File: config.mk
export PLATFORM = sky130hd
export DESIGN_NAME = spr_port
export DESIGN_NICKNAME = d
export VERILOG_FILES = /design/src/rtl/spr_pkg.sv /design/src/rtl/spr_port.sv /design/src/rtl/spr_mem.sv
export SDC_FILE = /design/constraint.sdc
export NUM_CORES = 2
export LEC_CHECK = 0
export BUFFER_PORTS_ARGS = -buffer_cell sky130_fd_sc_hd__buf_4
export CAP_MARGIN = 0
export CORE_ASPECT_RATIO = 1.2
export CORE_MARGIN = 3
export CORE_UTILIZATION = 40
export CTS_CLUSTER_DIAMETER = 50
export CTS_CLUSTER_SIZE = 10
export DETAILED_ROUTE_END_ITERATION = 8
export GPL_ROUTABILITY_DRIVEN = 0
export PLACE_DENSITY_LB_ADDON = 0.2
export SYNTH_ARGS = -nofsm -noshare
export SYNTH_HDL_FRONTEND = slang
export SYNTH_SLANG_ARGS = --single-unit
export TNS_END_PERCENT = 10
File: constraint.sdc
create_clock -name clk -period 4.1 [get_ports clk]
set_clock_uncertainty 0.05 [all_clocks]
set_input_delay 0.82 -clock clk [delete_from_list [all_inputs] [get_ports clk]]
set_output_delay 0.82 -clock clk [all_outputs]
set_load 0.1 [all_outputs]
File: src/rtl/spr_pkg.sv
`default_nettype none
package spr_pkg;
    // Word and command layout
    localparam int WORD_W = 16;
    localparam int CMD_RW_BIT = 15;
    localparam int CMD_PAGE_LSB = 11;
    localparam int CMD_PAGE_W = 4;
    localparam int CMD_ADDR_LSB = 5;
    localparam int CMD_ADDR_W = 6;
    localparam int PAGE_WORDS = 64;
    localparam int CTRL_WORDS = 128;
    localparam int CTRL_AW = 7;

    // Page numbers
    localparam logic [3:0] PAGE_DATA = 4'h0;
    localparam logic [3:0] PAGE_CTRL = 4'h1;
    localparam logic [3:0] PAGE_AUDIO = 4'h2;

    // Fixed words and reset values
    localparam logic [15:0] FILL_WORD = 16'hFFFF;
    localparam logic [15:0] WORD_RST = 16'h0000;
    localparam logic [5:0] PTR_LAST = 6'h3F;
    localparam logic [5:0] PTR_RST = 6'h00;
    localparam logic [3:0] BIT_LAST = 4'hF;
    localparam logic [3:0] BIT_RST = 4'h0;
    localparam logic [63:0] PEND_RST = 64'h0000000000000000;
    localparam logic [1:0] SYNC_RST = 2'h0;
    localparam logic [1:0] SYNC_HI_RST = 2'h3;

    // Result written by the measurement side into the data page
    typedef struct packed {
        logic [5:0] addr;
        logic [15:0] data;
    } spr_result_t;

    // Register word stored by the serial master
    typedef struct packed {
        logic [3:0] page;
        logic [5:0] addr;
        logic [15:0] data;
    } spr_reg_wr_t;
endpackage : spr_pkg
`default_nettype wire

File: src/rtl/spr_port.sv
// How it works
// - Serial clock idles low between transfers
// - Both sides drive data on first edge
// - Reply shifts out during the word after the command
// - First sixteen bits after select fall: command
// - Following words stored only for write commands
// - Top command bit: one read, zero write
// - Bits 14..11 page; only 0..2 valid
// - Bits 10..5 register address in page
// - Bits 4..0 ignored by device
// - Command 0x8000 reads page zero from register zero
// - Pointer advances by one per word
// - Reads beyond page end return 0xFFFF
// - Write 0x10E0 then fills consecutive coefficients
// - Ready low on new results, high once every pending result is read
// - Results are stored as straight binary
// - Every register and data word is sixteen bits
// - Page zero results, one control, two audio
`default_nettype none
module spr_port (
    input wire logic clk,
    input wire logic rst_n,
    input wire logic sclk,
    input wire logic ss_n,
    input wire logic mosi,
    output logic miso,
    output logic miso_oe,
    input wire logic result_valid,
    input wire spr_pkg::spr_result_t result,
    output logic result_ready_n,
    output logic reg_wr_valid,
    output spr_pkg::spr_reg_wr_t reg_wr
);
    typedef enum logic [1:0] {
        PH_IDLE,
        PH_CMD,
        PH_READ,
        PH_WRITE
    } spr_phase_t;

    typedef struct packed {
        logic [1:0] sclk_s;
        logic sclk_prev;
        logic [1:0] ss_s;
        logic ss_prev;
        logic [1:0] mosi_s;
        spr_phase_t phase;
        logic [3:0] bit_cnt;
        logic [15:0] rx;
        logic [15:0] tx;
        logic [3:0] page;
        logic [5:0] ptr;
        logic past;
        logic fetch;
        logic miso;
        logic miso_oe;
        logic [63:0] pending;
        logic rdy_n;
        logic wr_valid;
        spr_pkg::spr_reg_wr_t wr;
    } spr_port_st_t;

    spr_port_st_t st_q;
    spr_port_st_t st_d;
    logic [15:0] data_rd;
    logic [15:0] ctrl_rd;
    logic [15:0] word_in;
    logic sclk_rise;
    logic sclk_fall;
    logic ss_fall;
    logic page_ok;

    // Data page: filled by the measurement side, read by the master
    spr_mem #(
        .W(spr_pkg::WORD_W),
        .DEPTH(spr_pkg::PAGE_WORDS),
        .AW(spr_pkg::CMD_ADDR_W)
    ) u_data_page (
        .clk(clk),
        .rst_n(rst_n),
        .wr_en(result_valid),
        .wr_addr(result.addr),
        .wr_data(result.data),
        .rd_addr(st_d.ptr),
        .rd_data(data_rd)
    );

    // Control and audio pages share one array, page picks the top bit
    spr_mem #(
        .W(spr_pkg::WORD_W),
        .DEPTH(spr_pkg::CTRL_WORDS),
        .AW(spr_pkg::CTRL_AW)
    ) u_ctrl_pages (
        .clk(clk),
        .rst_n(rst_n),
        .wr_en(st_q.wr_valid),
        .wr_addr({st_q.wr.page == spr_pkg::PAGE_AUDIO, st_q.wr.addr}),
        .wr_data(st_q.wr.data),
        .rd_addr({st_d.page == spr_pkg::PAGE_AUDIO, st_d.ptr}),
        .rd_data(ctrl_rd)
    );

    // Edges seen only past the second synchroniser stage
    assign sclk_rise = st_q.sclk_s[1] && !st_q.sclk_prev;
    assign sclk_fall = !st_q.sclk_s[1] && st_q.sclk_prev;
    assign ss_fall = !st_q.ss_s[1] && st_q.ss_prev;
    assign word_in = {st_q.rx[14:0], st_q.mosi_s[1]};
    assign page_ok = (st_q.page == spr_pkg::PAGE_CTRL) || (st_q.page == spr_pkg::PAGE_AUDIO);

    always_comb
    begin
        st_d = st_q;
        st_d.sclk_s = {st_q.sclk_s[0], sclk};
        st_d.sclk_prev = st_q.sclk_s[1];
        st_d.ss_s = {st_q.ss_s[0], ss_n};
        st_d.ss_prev = st_q.ss_s[1];
        st_d.mosi_s = {st_q.mosi_s[0], mosi};
        st_d.wr_valid = 1'b0;
        st_d.fetch = 1'b0;
        // Word fetched last cycle lands in the shifter
        if (st_q.fetch)
        begin
            if (st_q.past || st_q.page > spr_pkg::PAGE_AUDIO)
            begin
                st_d.tx = spr_pkg::FILL_WORD;
            end
            else if (st_q.page == spr_pkg::PAGE_DATA)
            begin
                st_d.tx = data_rd;
            end
            else
            begin
                st_d.tx = ctrl_rd;
            end
        end
        if (st_q.ss_s[1])
        begin
            // Select high: whole frame abandoned, output released
            st_d.phase = PH_IDLE;
            st_d.miso_oe = 1'b0;
            st_d.miso = 1'b0;
        end
        else if (ss_fall)
        begin
            st_d.phase = PH_CMD;
            st_d.bit_cnt = spr_pkg::BIT_RST;
            st_d.tx = spr_pkg::WORD_RST;
            st_d.miso_oe = 1'b1;
        end
        else if (sclk_rise && st_q.phase != PH_IDLE)
        begin
            // Lead edge drives the next reply bit
            st_d.miso = st_q.tx[15];
            st_d.tx = {st_q.tx[14:0], 1'b0};
        end
        else if (sclk_fall && st_q.phase != PH_IDLE)
        begin
            // Trail edge samples the master's bit
            st_d.rx = word_in;
            st_d.bit_cnt = st_q.bit_cnt + 4'h1;
            if (st_q.bit_cnt == spr_pkg::BIT_LAST)
            begin
                case (st_q.phase)
                    PH_CMD:
                    begin
                        // Low five bits carry nothing
                        st_d.page = word_in[14:11];
                        st_d.ptr = word_in[10:5];
                        st_d.past = 1'b0;
                        st_d.phase = word_in[spr_pkg::CMD_RW_BIT] ? PH_READ : PH_WRITE;
                        st_d.fetch = word_in[spr_pkg::CMD_RW_BIT];
                    end
                    PH_READ:
                    begin
                        if (st_q.page == spr_pkg::PAGE_DATA && !st_q.past)
                        begin
                            st_d.pending[st_q.ptr] = 1'b0;
                        end
                        st_d.fetch = 1'b1;
                    end
                    PH_WRITE:
                    begin
                        // Data page and reserved pages refuse writes silently
                        if (page_ok && !st_q.past)
                        begin
                            st_d.wr_valid = 1'b1;
                            st_d.wr = '{page: st_q.page, addr: st_q.ptr, data: word_in};
                        end
                    end
                    default:
                    begin
                        st_d.phase = PH_IDLE;
                    end
                endcase
                // Pointer stops at the last word, later words fall past it
                if (st_q.phase != PH_CMD)
                begin
                    if (st_q.ptr == spr_pkg::PTR_LAST)
                    begin
                        st_d.past = 1'b1;
                    end
                    else
                    begin
                        st_d.ptr = st_q.ptr + 6'h01;
                    end
                end
            end
        end
        // A new result wins over a read clearing the same word
        if (result_valid)
        begin
            st_d.pending[result.addr] = 1'b1;
        end
        st_d.rdy_n = ~|st_d.pending;
    end

    always_ff @(posedge clk or negedge rst_n)
    begin
        if (!rst_n)
        begin
            st_q <= '0;
            st_q.ss_s <= spr_pkg::SYNC_HI_RST;
            st_q.ss_prev <= 1'b1;
            st_q.phase <= PH_IDLE;
            st_q.pending <= spr_pkg::PEND_RST;
            st_q.ptr <= spr_pkg::PTR_RST;
            st_q.rdy_n <= 1'b1;
        end
        else
        begin
            st_q <= st_d;
        end
    end

    assign miso = st_q.miso;
    assign miso_oe = st_q.miso_oe;
    assign result_ready_n = st_q.rdy_n;
    assign reg_wr_valid = st_q.wr_valid;
    assign reg_wr = st_q.wr;
endmodule : spr_port
`default_nettype wire

File: src/rtl/spr_mem.sv
`default_nettype none
module spr_mem #(
    parameter int W = 16,
    parameter int DEPTH = 64,
    parameter int AW = 6
) (
    input wire logic clk,
    input wire logic rst_n,
    input wire logic wr_en,
    input wire logic [AW-1:0] wr_addr,
    input wire logic [W-1:0] wr_data,
    input wire logic [AW-1:0] rd_addr,
    output logic [W-1:0] rd_data
);
    typedef struct packed {
        logic [W-1:0] rd;
    } spr_mem_st_t;

    logic [W-1:0] mem [DEPTH];
    spr_mem_st_t st_q;
    spr_mem_st_t st_d;

    // Address width must reach every word
    if (DEPTH > (1 << AW) || DEPTH < 1) begin : g_bad_depth
        $error("spr_mem: DEPTH does not fit AW");
    end

    // Array left unreset so it can map onto RAM
    always_ff @(posedge clk)
    begin
        if (wr_en)
        begin
            mem[wr_addr] <= wr_data;
        end
    end

    // Read data always come out of a register
    always_comb
    begin
        st_d = st_q;
        st_d.rd = mem[rd_addr];
    end

    always_ff @(posedge clk or negedge rst_n)
    begin
        if (!rst_n)
        begin
            st_q <= '0;
        end
        else
        begin
            st_q <= st_d;
        end
    end

    assign rd_data = st_q.rd;
endmodule : spr_mem
`default_nettype wire

### Word level (Yosys, flattened, before mapping)

Memory sizes are Yosys's and may differ from the RTL's. A register that Yosys moved wholly into a read port is not among the register bits.
Cells that the tools add are included.

* $add $sub $neg: 2
* $mul: 0
* div/mod/pow operators: 0
* $lt $le $gt $ge: 5
* equality and inequality tests: 14
* shift-type cells: 0
* multiplexer cells: 48
* bitwise operators: 6
* reductions and logical operators: 33

Operator list (number)
* 2-to-1 mux 64 bit: 8
* 2-to-1 mux 27 bit: 7
* 2-to-1 mux 16 bit: 5
* bitwise AND 64 bit: 1
* inverter 64 bit: 1
* bitwise OR 64 bit: 1
* OR reduction 64 bit: 1
* 2-to-1 mux 22 bit: 2
* 2-to-1 mux 12 bit: 3
* 2-to-1 mux 28 bit: 1
* < comparator 6 x 7 -> 1 bit, second input constant: 2
* 2-to-1 mux 13 bit: 1
* demux 1 bit (select 6 bit): 2
* == test 4 x 2 -> 1 bit, second input constant: 3
* >= comparator 6 x 1 -> 1 bit, second input constant: 2
* 2-to-1 mux 6 bit: 2
* 2-to-1 mux 11 bit: 1
* 2-to-1 mux 1 bit: 10
* logical AND 1 bit: 9
* AND reduction 4 bit: 2
* nonzero test 2 bit: 4
* logical NOT 1 bit: 7
* 2-to-1 mux 7 bit: 1
* AND reduction 7 bit: 1
* other kinds (23): 31

* register bits: 152
* latch bits: 0
* memory bits (writable): 3072
* memory bits (read-only): 0
* output and inout bits: 30
* word-level logic and storage cells: 131
* memories kept: 2

Memories
* u_ctrl_pages.mem: depth 128, bits a word 16, rd ports 1, clocked after memory_dff 1, wr ports 1, line spr_mem.sv:19 `logic [W-1:0] mem [DEPTH];`
* u_data_page.mem: depth 64, bits a word 16, rd ports 1, clocked after memory_dff 1, wr ports 1, line spr_mem.sv:19

### Logic depth before layout (Yosys ltp)

* word-level depth: 17
* gate-level depth with buffers: 17
* gate-level depth less buffers: 12

### By module

A second synthesis with hierarchy kept.

* cells, all modules: 5684
* area total of the unflattened synthesis: 126032.1 µm²

By module, submodules not included
* spr_mem at u_ctrl_pages: instances 1, cells each 3086, area an instance 78602.9 µm², seq. area each 61899.4 µm²
* spr_mem at u_data_page: instances 1, cells each 1830, area an instance 40106.0 µm², seq. area each 31149.9 µm²
* spr_port: instances 1, cells each 768, area an instance 7323.3 µm², seq. area each 3783.6 µm²

### Least setup slack after synthesis

Ideal clock, no wire load.

* path kind: reg-to-reg
* from: register st_q[142] in the netlist's numbering
* to: register u_data_page.rd_data[13] (netlist name)
* arrival: 3.235 ns
* required time: 3.904 ns
* slack: 0.669 ns
* stages on the path, launching flop included: 15
* path buffers: 4
* clock period less this slack: 3.431 ns
* cell sequence: dfrtp_1 -> inv_1 -> ha_1 -> and4bb_4 -> o211a_1 -> buf_6 -> mux2i_4 -> buf_6 -> buf_6 -> buf_2 -> mux4_2 -> nand2_1 -> nand3_1 -> a32oi_1 -> o221ai_1

* longest elaborated chain between the ends: 9
* elaborated cells on any way between the ends: 13
* classes of those cells: eq/ne: 2; mux: 8; reduce/logical: 3

Ends and longest elaborated chain
* from (decl): line spr_port.sv:63 `spr_port_st_t st_q;`
* from (signal assigned): line spr_port.sv:231 `st_q <= st_d;`
* == test 2 x 1 -> 1 bit: line spr_port.sv:163 `case (st_q.phase)`
* 2-to-1 mux 11 bit: line spr_port.sv:163
* 2-to-1 mux 6 bit: line spr_port.sv:198 `if (st_q.ptr == spr_pkg::PTR_LAST)`
* 2-to-1 mux 7 bit: line spr_port.sv:196 `if (st_q.phase != PH_CMD)`
* 2-to-1 mux 12 bit: line spr_port.sv:161 `if (st_q.bit_cnt == spr_pkg::BIT_LAST)`
* 2-to-1 mux 12 bit: line spr_port.sv:156 `else if (sclk_fall && st_q.phase != PH_IDLE)`
* 2-to-1 mux 12 bit (*): line spr_port.sv:150 `else if (sclk_rise && st_q.phase != PH_IDLE)`
* 2-to-1 mux 13 bit (*): line spr_port.sv:143 `else if (ss_fall)`
* 2-to-1 mux 28 bit (*): line spr_port.sv:136 `if (st_q.ss_s[1])`

Every way passes the cells marked *; elsewhere a longest branch is shown, timed or not. The select of a mux whose other input is x is not followed.
A chain may end at the register's enable or synchronous reset.

### Worst setup path after layout

* from: register st_q[143] in the netlist's numbering
* to: register u_ctrl_pages.rd_data[8] (netlist name)

* longest elaborated chain between the ends: 9
* elaborated cells on any way between the ends: 14
* classes of those cells: eq/ne: 3; mux: 8; reduce/logical: 3

Ends and longest elaborated chain (line)
* == test 2 x 1 -> 1 bit: spr_port.sv:163
* 2-to-1 mux 11 bit: spr_port.sv:163
* 2-to-1 mux 6 bit: spr_port.sv:198
* 2-to-1 mux 7 bit: spr_port.sv:196
* 2-to-1 mux 12 bit: spr_port.sv:161
* 2-to-1 mux 12 bit: spr_port.sv:156
* 2-to-1 mux 12 bit (*): spr_port.sv:150
* 2-to-1 mux 13 bit (*): spr_port.sv:143
* 2-to-1 mux 28 bit (*): spr_port.sv:136

Marked as above.

==> flow_summary.html <==
<table>
<tr><th>Metric</th><th>Value</th></tr>
<tr><th colspan="2">Die</th></tr>
<tr><td>Full die area</td><td>324000 sq um</td></tr>
<tr><td>Std cell rows</td><td>225</td></tr>
<tr><td>Total core area</td><td>314000 sq um</td></tr>
<tr><td>DIE WIDTH</td><td>520 um</td></tr>
<tr><td>Effective utilization at floorplan</td><td>40.3%</td></tr>
<tr><td>Vert. Die Dim</td><td>623 um</td></tr>
<tr><td>Ports</td><td>58</td></tr>
<tr><th colspan="2">Route</th></tr>
<tr><td>Vias per std cell</td><td>5.83</td></tr>
<tr><td>Post-DRT Antenna Nets</td><td>0</td></tr>
<tr><td>Number of detailed-route iterations in the first pass</td><td>6</td></tr>
<tr><td>DRC viols</td><td>0</td></tr>
<tr><td>DR vias</td><td>71800</td></tr>
<tr><td>DRT Wirelength</td><td>398000 um</td></tr>
<tr><td>Wire per inst</td><td>32.3 um</td></tr>
<tr><td>First DRT Iteration DRCs</td><td>8389</td></tr>
<tr><th colspan="2">Critical path</th></tr>
<tr><td>Worst reg2reg endpoint</td><td>u_ctrl_pages.rd_data[8]</td></tr>
<tr><td>R2R cell count</td><td>15</td></tr>
<tr><td>Crit-path leading delay family</td><td>compound AO/OA/AOI/OAI gates</td></tr>
<tr><td>Arrival time of data at the critical path endpoint</td><td>4810 ps</td></tr>
<tr><td>Setup slack of the worst register-to-register path</td><td>50 ps</td></tr>
<tr><td>CP Depth</td><td>15</td></tr>
<tr><td>Standard cell with the maximum stage delay on the critical path</td><td>a311oi_2</td></tr>
<tr><td>Critical path start-end classification</td><td>reg -&gt; reg</td></tr>
<tr><td>Critical path buffer and inverter count</td><td>5</td></tr>
<tr><td>Cells traversed along the worst timing path</td><td>inv_1 -&gt; ha_1 -&gt; and4bb_4 -&gt; o211a_4 -&gt; mux2i_4 -&gt; buf_6 -&gt; buf_12 -&gt; buf_12 -&gt; buf_4 -&gt; mux2i_1 -&gt; mux2i_1 -&gt; o21ai_0 -&gt; a311oi_2 -&gt; o211ai_1 -&gt; a221oi_2</td></tr>
<tr><td>Critical Path Source Type</td><td>flip-flop</td></tr>
<tr><td>End point of the critical path</td><td>u_ctrl_pages.rd_data[8]</td></tr>
<tr><td>Launching instance or port of the critical path</td><td>st_q[143]</td></tr>
<tr><td>Worst r2r src</td><td>st_q[143]</td></tr>
<tr><td>Max Fanout on Critical Path</td><td>19</td></tr>
<tr><td>Required arrival time at the worst endpoint</td><td>4860 ps</td></tr>
<tr><td>Endpoint kind of the worst setup timing path</td><td>flip-flop</td></tr>
<tr><td>CP max stage delay</td><td>510 ps</td></tr>
<tr><th colspan="2">Synth</th></tr>
<tr><td>Number of synthesis warnings</td><td>0</td></tr>
<tr><td>Number of distinct library cell variants in the gate-level netlist after synthesis</td><td>79</td></tr>
<tr><td>Primary flip-flop cell chosen by synthesis mapping</td><td>edfxtp_1</td></tr>
<tr><td>Proportion of synthesized chip area in sequential cells</td><td>76.4%</td></tr>
<tr><td>Avg Cell Area, Syn</td><td>17.9 sq um</td></tr>
<tr><td>Cell area after synthesis</td><td>127000 sq um</td></tr>
<tr><td>Fraction of registers with async set/reset</td><td>5.62%</td></tr>
<tr><td>EDFF count, synth</td><td>3072</td></tr>
<tr><td>Gate Count Post-Synth</td><td>7081</td></tr>
<tr><td>Post-Synthesis Net Count</td><td>7115</td></tr>
<tr><td>Number of storage elements in the synthesis netlist</td><td>3255</td></tr>
<tr><th colspan="2">Timing</th></tr>
<tr><td>Worst-margin pin slew</td><td>1040 ps</td></tr>
<tr><td>Number of pins exceeding their max-slew limit in the final report</td><td>0</td></tr>
<tr><td>Min setup slack post-route</td><td>51.4 ps</td></tr>
<tr><td>Final period utilization</td><td>98.7%</td></tr>
<tr><td>RSZ-0062 raised after global routing</td><td>yes</td></tr>
<tr><td>Achievable clock frequency</td><td>247 MHz</td></tr>
<tr><td>Max transition margin</td><td>30.8%</td></tr>
<tr><td>Time the worst path needs with I/O delays and setup</td><td>4050 ps</td></tr>
<tr><td>Number of failing setup endpoints in the final timing report</td><td>0</td></tr>
<tr><td>Fin. Hold Viols</td><td>0</td></tr>
<tr><td>Min Hold Slack</td><td>307 ps</td></tr>
<tr><th colspan="2">Run status</th></tr>
<tr><td>Run status</td><td>finished clean</td></tr>
<tr><th colspan="2">Clock tree</th></tr>
<tr><td>Cts bufs inserted</td><td>385</td></tr>
<tr><td>Clock-pin transition on the worst setup and hold timing paths</td><td>60 ps</td></tr>
<tr><td>Buffer type at the clock tree root</td><td>clkbuf_16</td></tr>
<tr><td>Longest Clk Path Bufs</td><td>4</td></tr>
<tr><td>Clk_lat worst skew</td><td>920 ps</td></tr>
<tr><td>H-Tree Level Count</td><td>5</td></tr>
<tr><td>Clock tree from TritonCTS</td><td>done</td></tr>
<tr><td>CTS Sinks</td><td>3255</td></tr>
<tr><th colspan="2">Worst hold path</th></tr>
<tr><td>Startpoint of the tightest hold check path</td><td>st_d[145]</td></tr>
<tr><td>Hold WC Path Type</td><td>reg -&gt; reg</td></tr>
<tr><th colspan="2">GRT</th></tr>
<tr><td>GRT Resource Usage Total</td><td>24.0%</td></tr>
<tr><td>Largest net degree at the start of global routing</td><td>123</td></tr>
<tr><td>Number of global-route vias before repair</td><td>72800</td></tr>
<tr><td>Antenna violations before repair</td><td>18</td></tr>
<tr><td>Global-route wire length before repair</td><td>559000 um</td></tr>
<tr><td>Congestion Overflow GR</td><td>0</td></tr>
<tr><th colspan="2">Final layout</th></tr>
<tr><td>Cell area after layout</td><td>150000 sq um</td></tr>
<tr><td>Most common library cell in the layout ignoring fill and taps</td><td>edfxtp_1</td></tr>
<tr><td>Number of nets in the layout</td><td>7966</td></tr>
<tr><td>Most used cells in the layout excluding fill and tap cells</td><td>3072 x edfxtp_1, 948 x nand2_1, 751 x buf_4, 533 x mux4_2, 398 x clkbuf_16</td></tr>
<tr><td>Layout cells sized above 1</td><td>25.4%</td></tr>
<tr><td>Utilization of the core after routing</td><td>47.7%</td></tr>
<tr><td>Area delta synth-&gt;final</td><td>18.2%</td></tr>
<tr><th colspan="2">Placed design</th></tr>
<tr><td>Buffers on Ports</td><td>57</td></tr>
<tr><td>Area after DPL</td><td>138000 sq um</td></tr>
<tr><td>HPWL after detailed placement</td><td>251000 um</td></tr>
<tr><td>Pre-CTS setup slack</td><td>-463 ps</td></tr>
<tr><th colspan="2">Power</th></tr>
<tr><td>Clk network pwr share</td><td>45.7%</td></tr>
<tr><td>Net Sw Frac</td><td>19.6%</td></tr>
<tr><td>Leak pwr</td><td>47.0 nW</td></tr>
<tr><td>Sequential Power Share</td><td>53.6%</td></tr>
<tr><td>Pwr/cell area</td><td>450 nW/um^2</td></tr>
<tr><td>Cell-internal power</td><td>54.2 mW</td></tr>
<tr><td>Combinational power share</td><td>0.7%</td></tr>
<tr><td>Net switching power</td><td>13.2 mW</td></tr>
<tr><td>Worst vdd ir</td><td>0.379 mV</td></tr>
<tr><td>Overall power after layout</td><td>67.4 mW</td></tr>
<tr><th colspan="2">Job</th></tr>
<tr><td>Number of max-cap violations</td><td>0</td></tr>
</table>
==> power groups by stage <==
stage                     Sequential [mW]  Clock, mW  Combinational, mW
after detailed placement             36.8          0              0.456
after CTS                            36.1       31.3              0.460
after global placement               36.8          0              0.436
after global routing                 36.1       32.6              0.486
after floorplan                      36.8          0              0.110
final                                36.1       30.8              0.451
==> layer usage <==
metal / GRT usage (%) / vias to the layer above / part of all wire, %
met2: 40.3 / 3169 / 49
met1: 30.5 / 38000 / 38
met5: 0 / - / 0.016
met3: 3.65 / 748 / 6.8
li1: - / 29800 / -
met4: 11.8 / 10 / 5.8
==> synthesized netlist by cell type (31+ instances only) <==
| library cell | n | area [sq um] |
|---|---|---|
| a21oi_1 | 274 | 1370 |
| a31oi_1 | 72 | 450 |
| and3_1 | 32 | 200 |
| buf_1 | 39 | 146 |
| buf_2 | 140 | 701 |
| buf_4 | 60 | 450 |
| buf_6 | 44 | 495 |
| clkbuf_1 | 146 | 548 |
| dfrtp_1 | 179 | 4480 |
| edfxtp_1 | 3072 | 92200 |
| mux2_2 | 49 | 552 |
| mux2i_1 | 210 | 2100 |
| mux4_2 | 533 | 12000 |
| nand2_1 | 952 | 3570 |
| nand3_1 | 263 | 1320 |
| nor2_1 | 272 | 1020 |
| nor3_1 | 69 | 345 |
| nor4_1 | 31 | 194 |
| o21ai_0 | 201 | 1010 |
| o221ai_1 | 88 | 771 |
| o22ai_1 | 54 | 338 |
==> timing repair <==
item	CTS	global route
endpoints found under the hold margin	82	0
gates resized for setup	36	49
pin swaps	3	11
cloned	2	6
setup endpoints to repair	28	32
hold buffers	4	0
setup buffers	4	25
==> flip-flops by register name, summed over array words and instances (netlist names), 5 cells and up <==
| name | flops |
|---|---|
| reg_wr | 26 |
| u_ctrl_pages.mem | 2048 |
| st_q | 116 |
| u_data_page.rd_data | 16 |
| u_data_page.mem | 1024 |
| u_ctrl_pages.rd_data | 16 |
| st_d | 5 |
==> worst min-delay path by stage <==
| stage | end | slack [ps] | cells past startpoint |
|---|---|---|---|
| after floorplan | st_d[149] | 280 | 0 |
| after global placement | st_q[145] | 290 | 0 |
| after detailed placement | st_q[145] | 300 | 0 |
| after CTS | st_q[66] | 270 | 3 |
| after global routing | st_q[67] | 310 | 3 |
| final | st_q[145] | 310 | 0 |
==> through the flow <==
stage                     instances  TNS, ps
after floorplan                7081        0
after global placement        11700    -5270
after detailed placement      11700    -4340
after CTS                     12300     -226
after global routing          12300     -116
final                         12300        0
==> kinds of logic after synthesis <==
logic type	Yosys count	share of synthesized area (%)
AO/OA/AOI/OAI	868	4.27
XOR/XNOR	1	0.00691
adder cells (fa/ha/maj)	6	0.0592
buffers and inverters	443	1.91
flip-flops	3255	76.4
multiplexers	793	11.6
AND/OR/NAND/NOR	1715	5.79
==> layout make-up <==
cell class	instances	area (sq um)
diodes	8	20.0
clock buffers	510	10400
clock inverters	50	633
fillers	26500	164000
inverters	12	93.8
multi-input cells	3383	28000
flip-flops and latches	3255	96900
well taps	4199	5250
repair buffers	893	8510
repair inverters	2	17.5
Note: power is estimated with default switching activity, not from simulation.
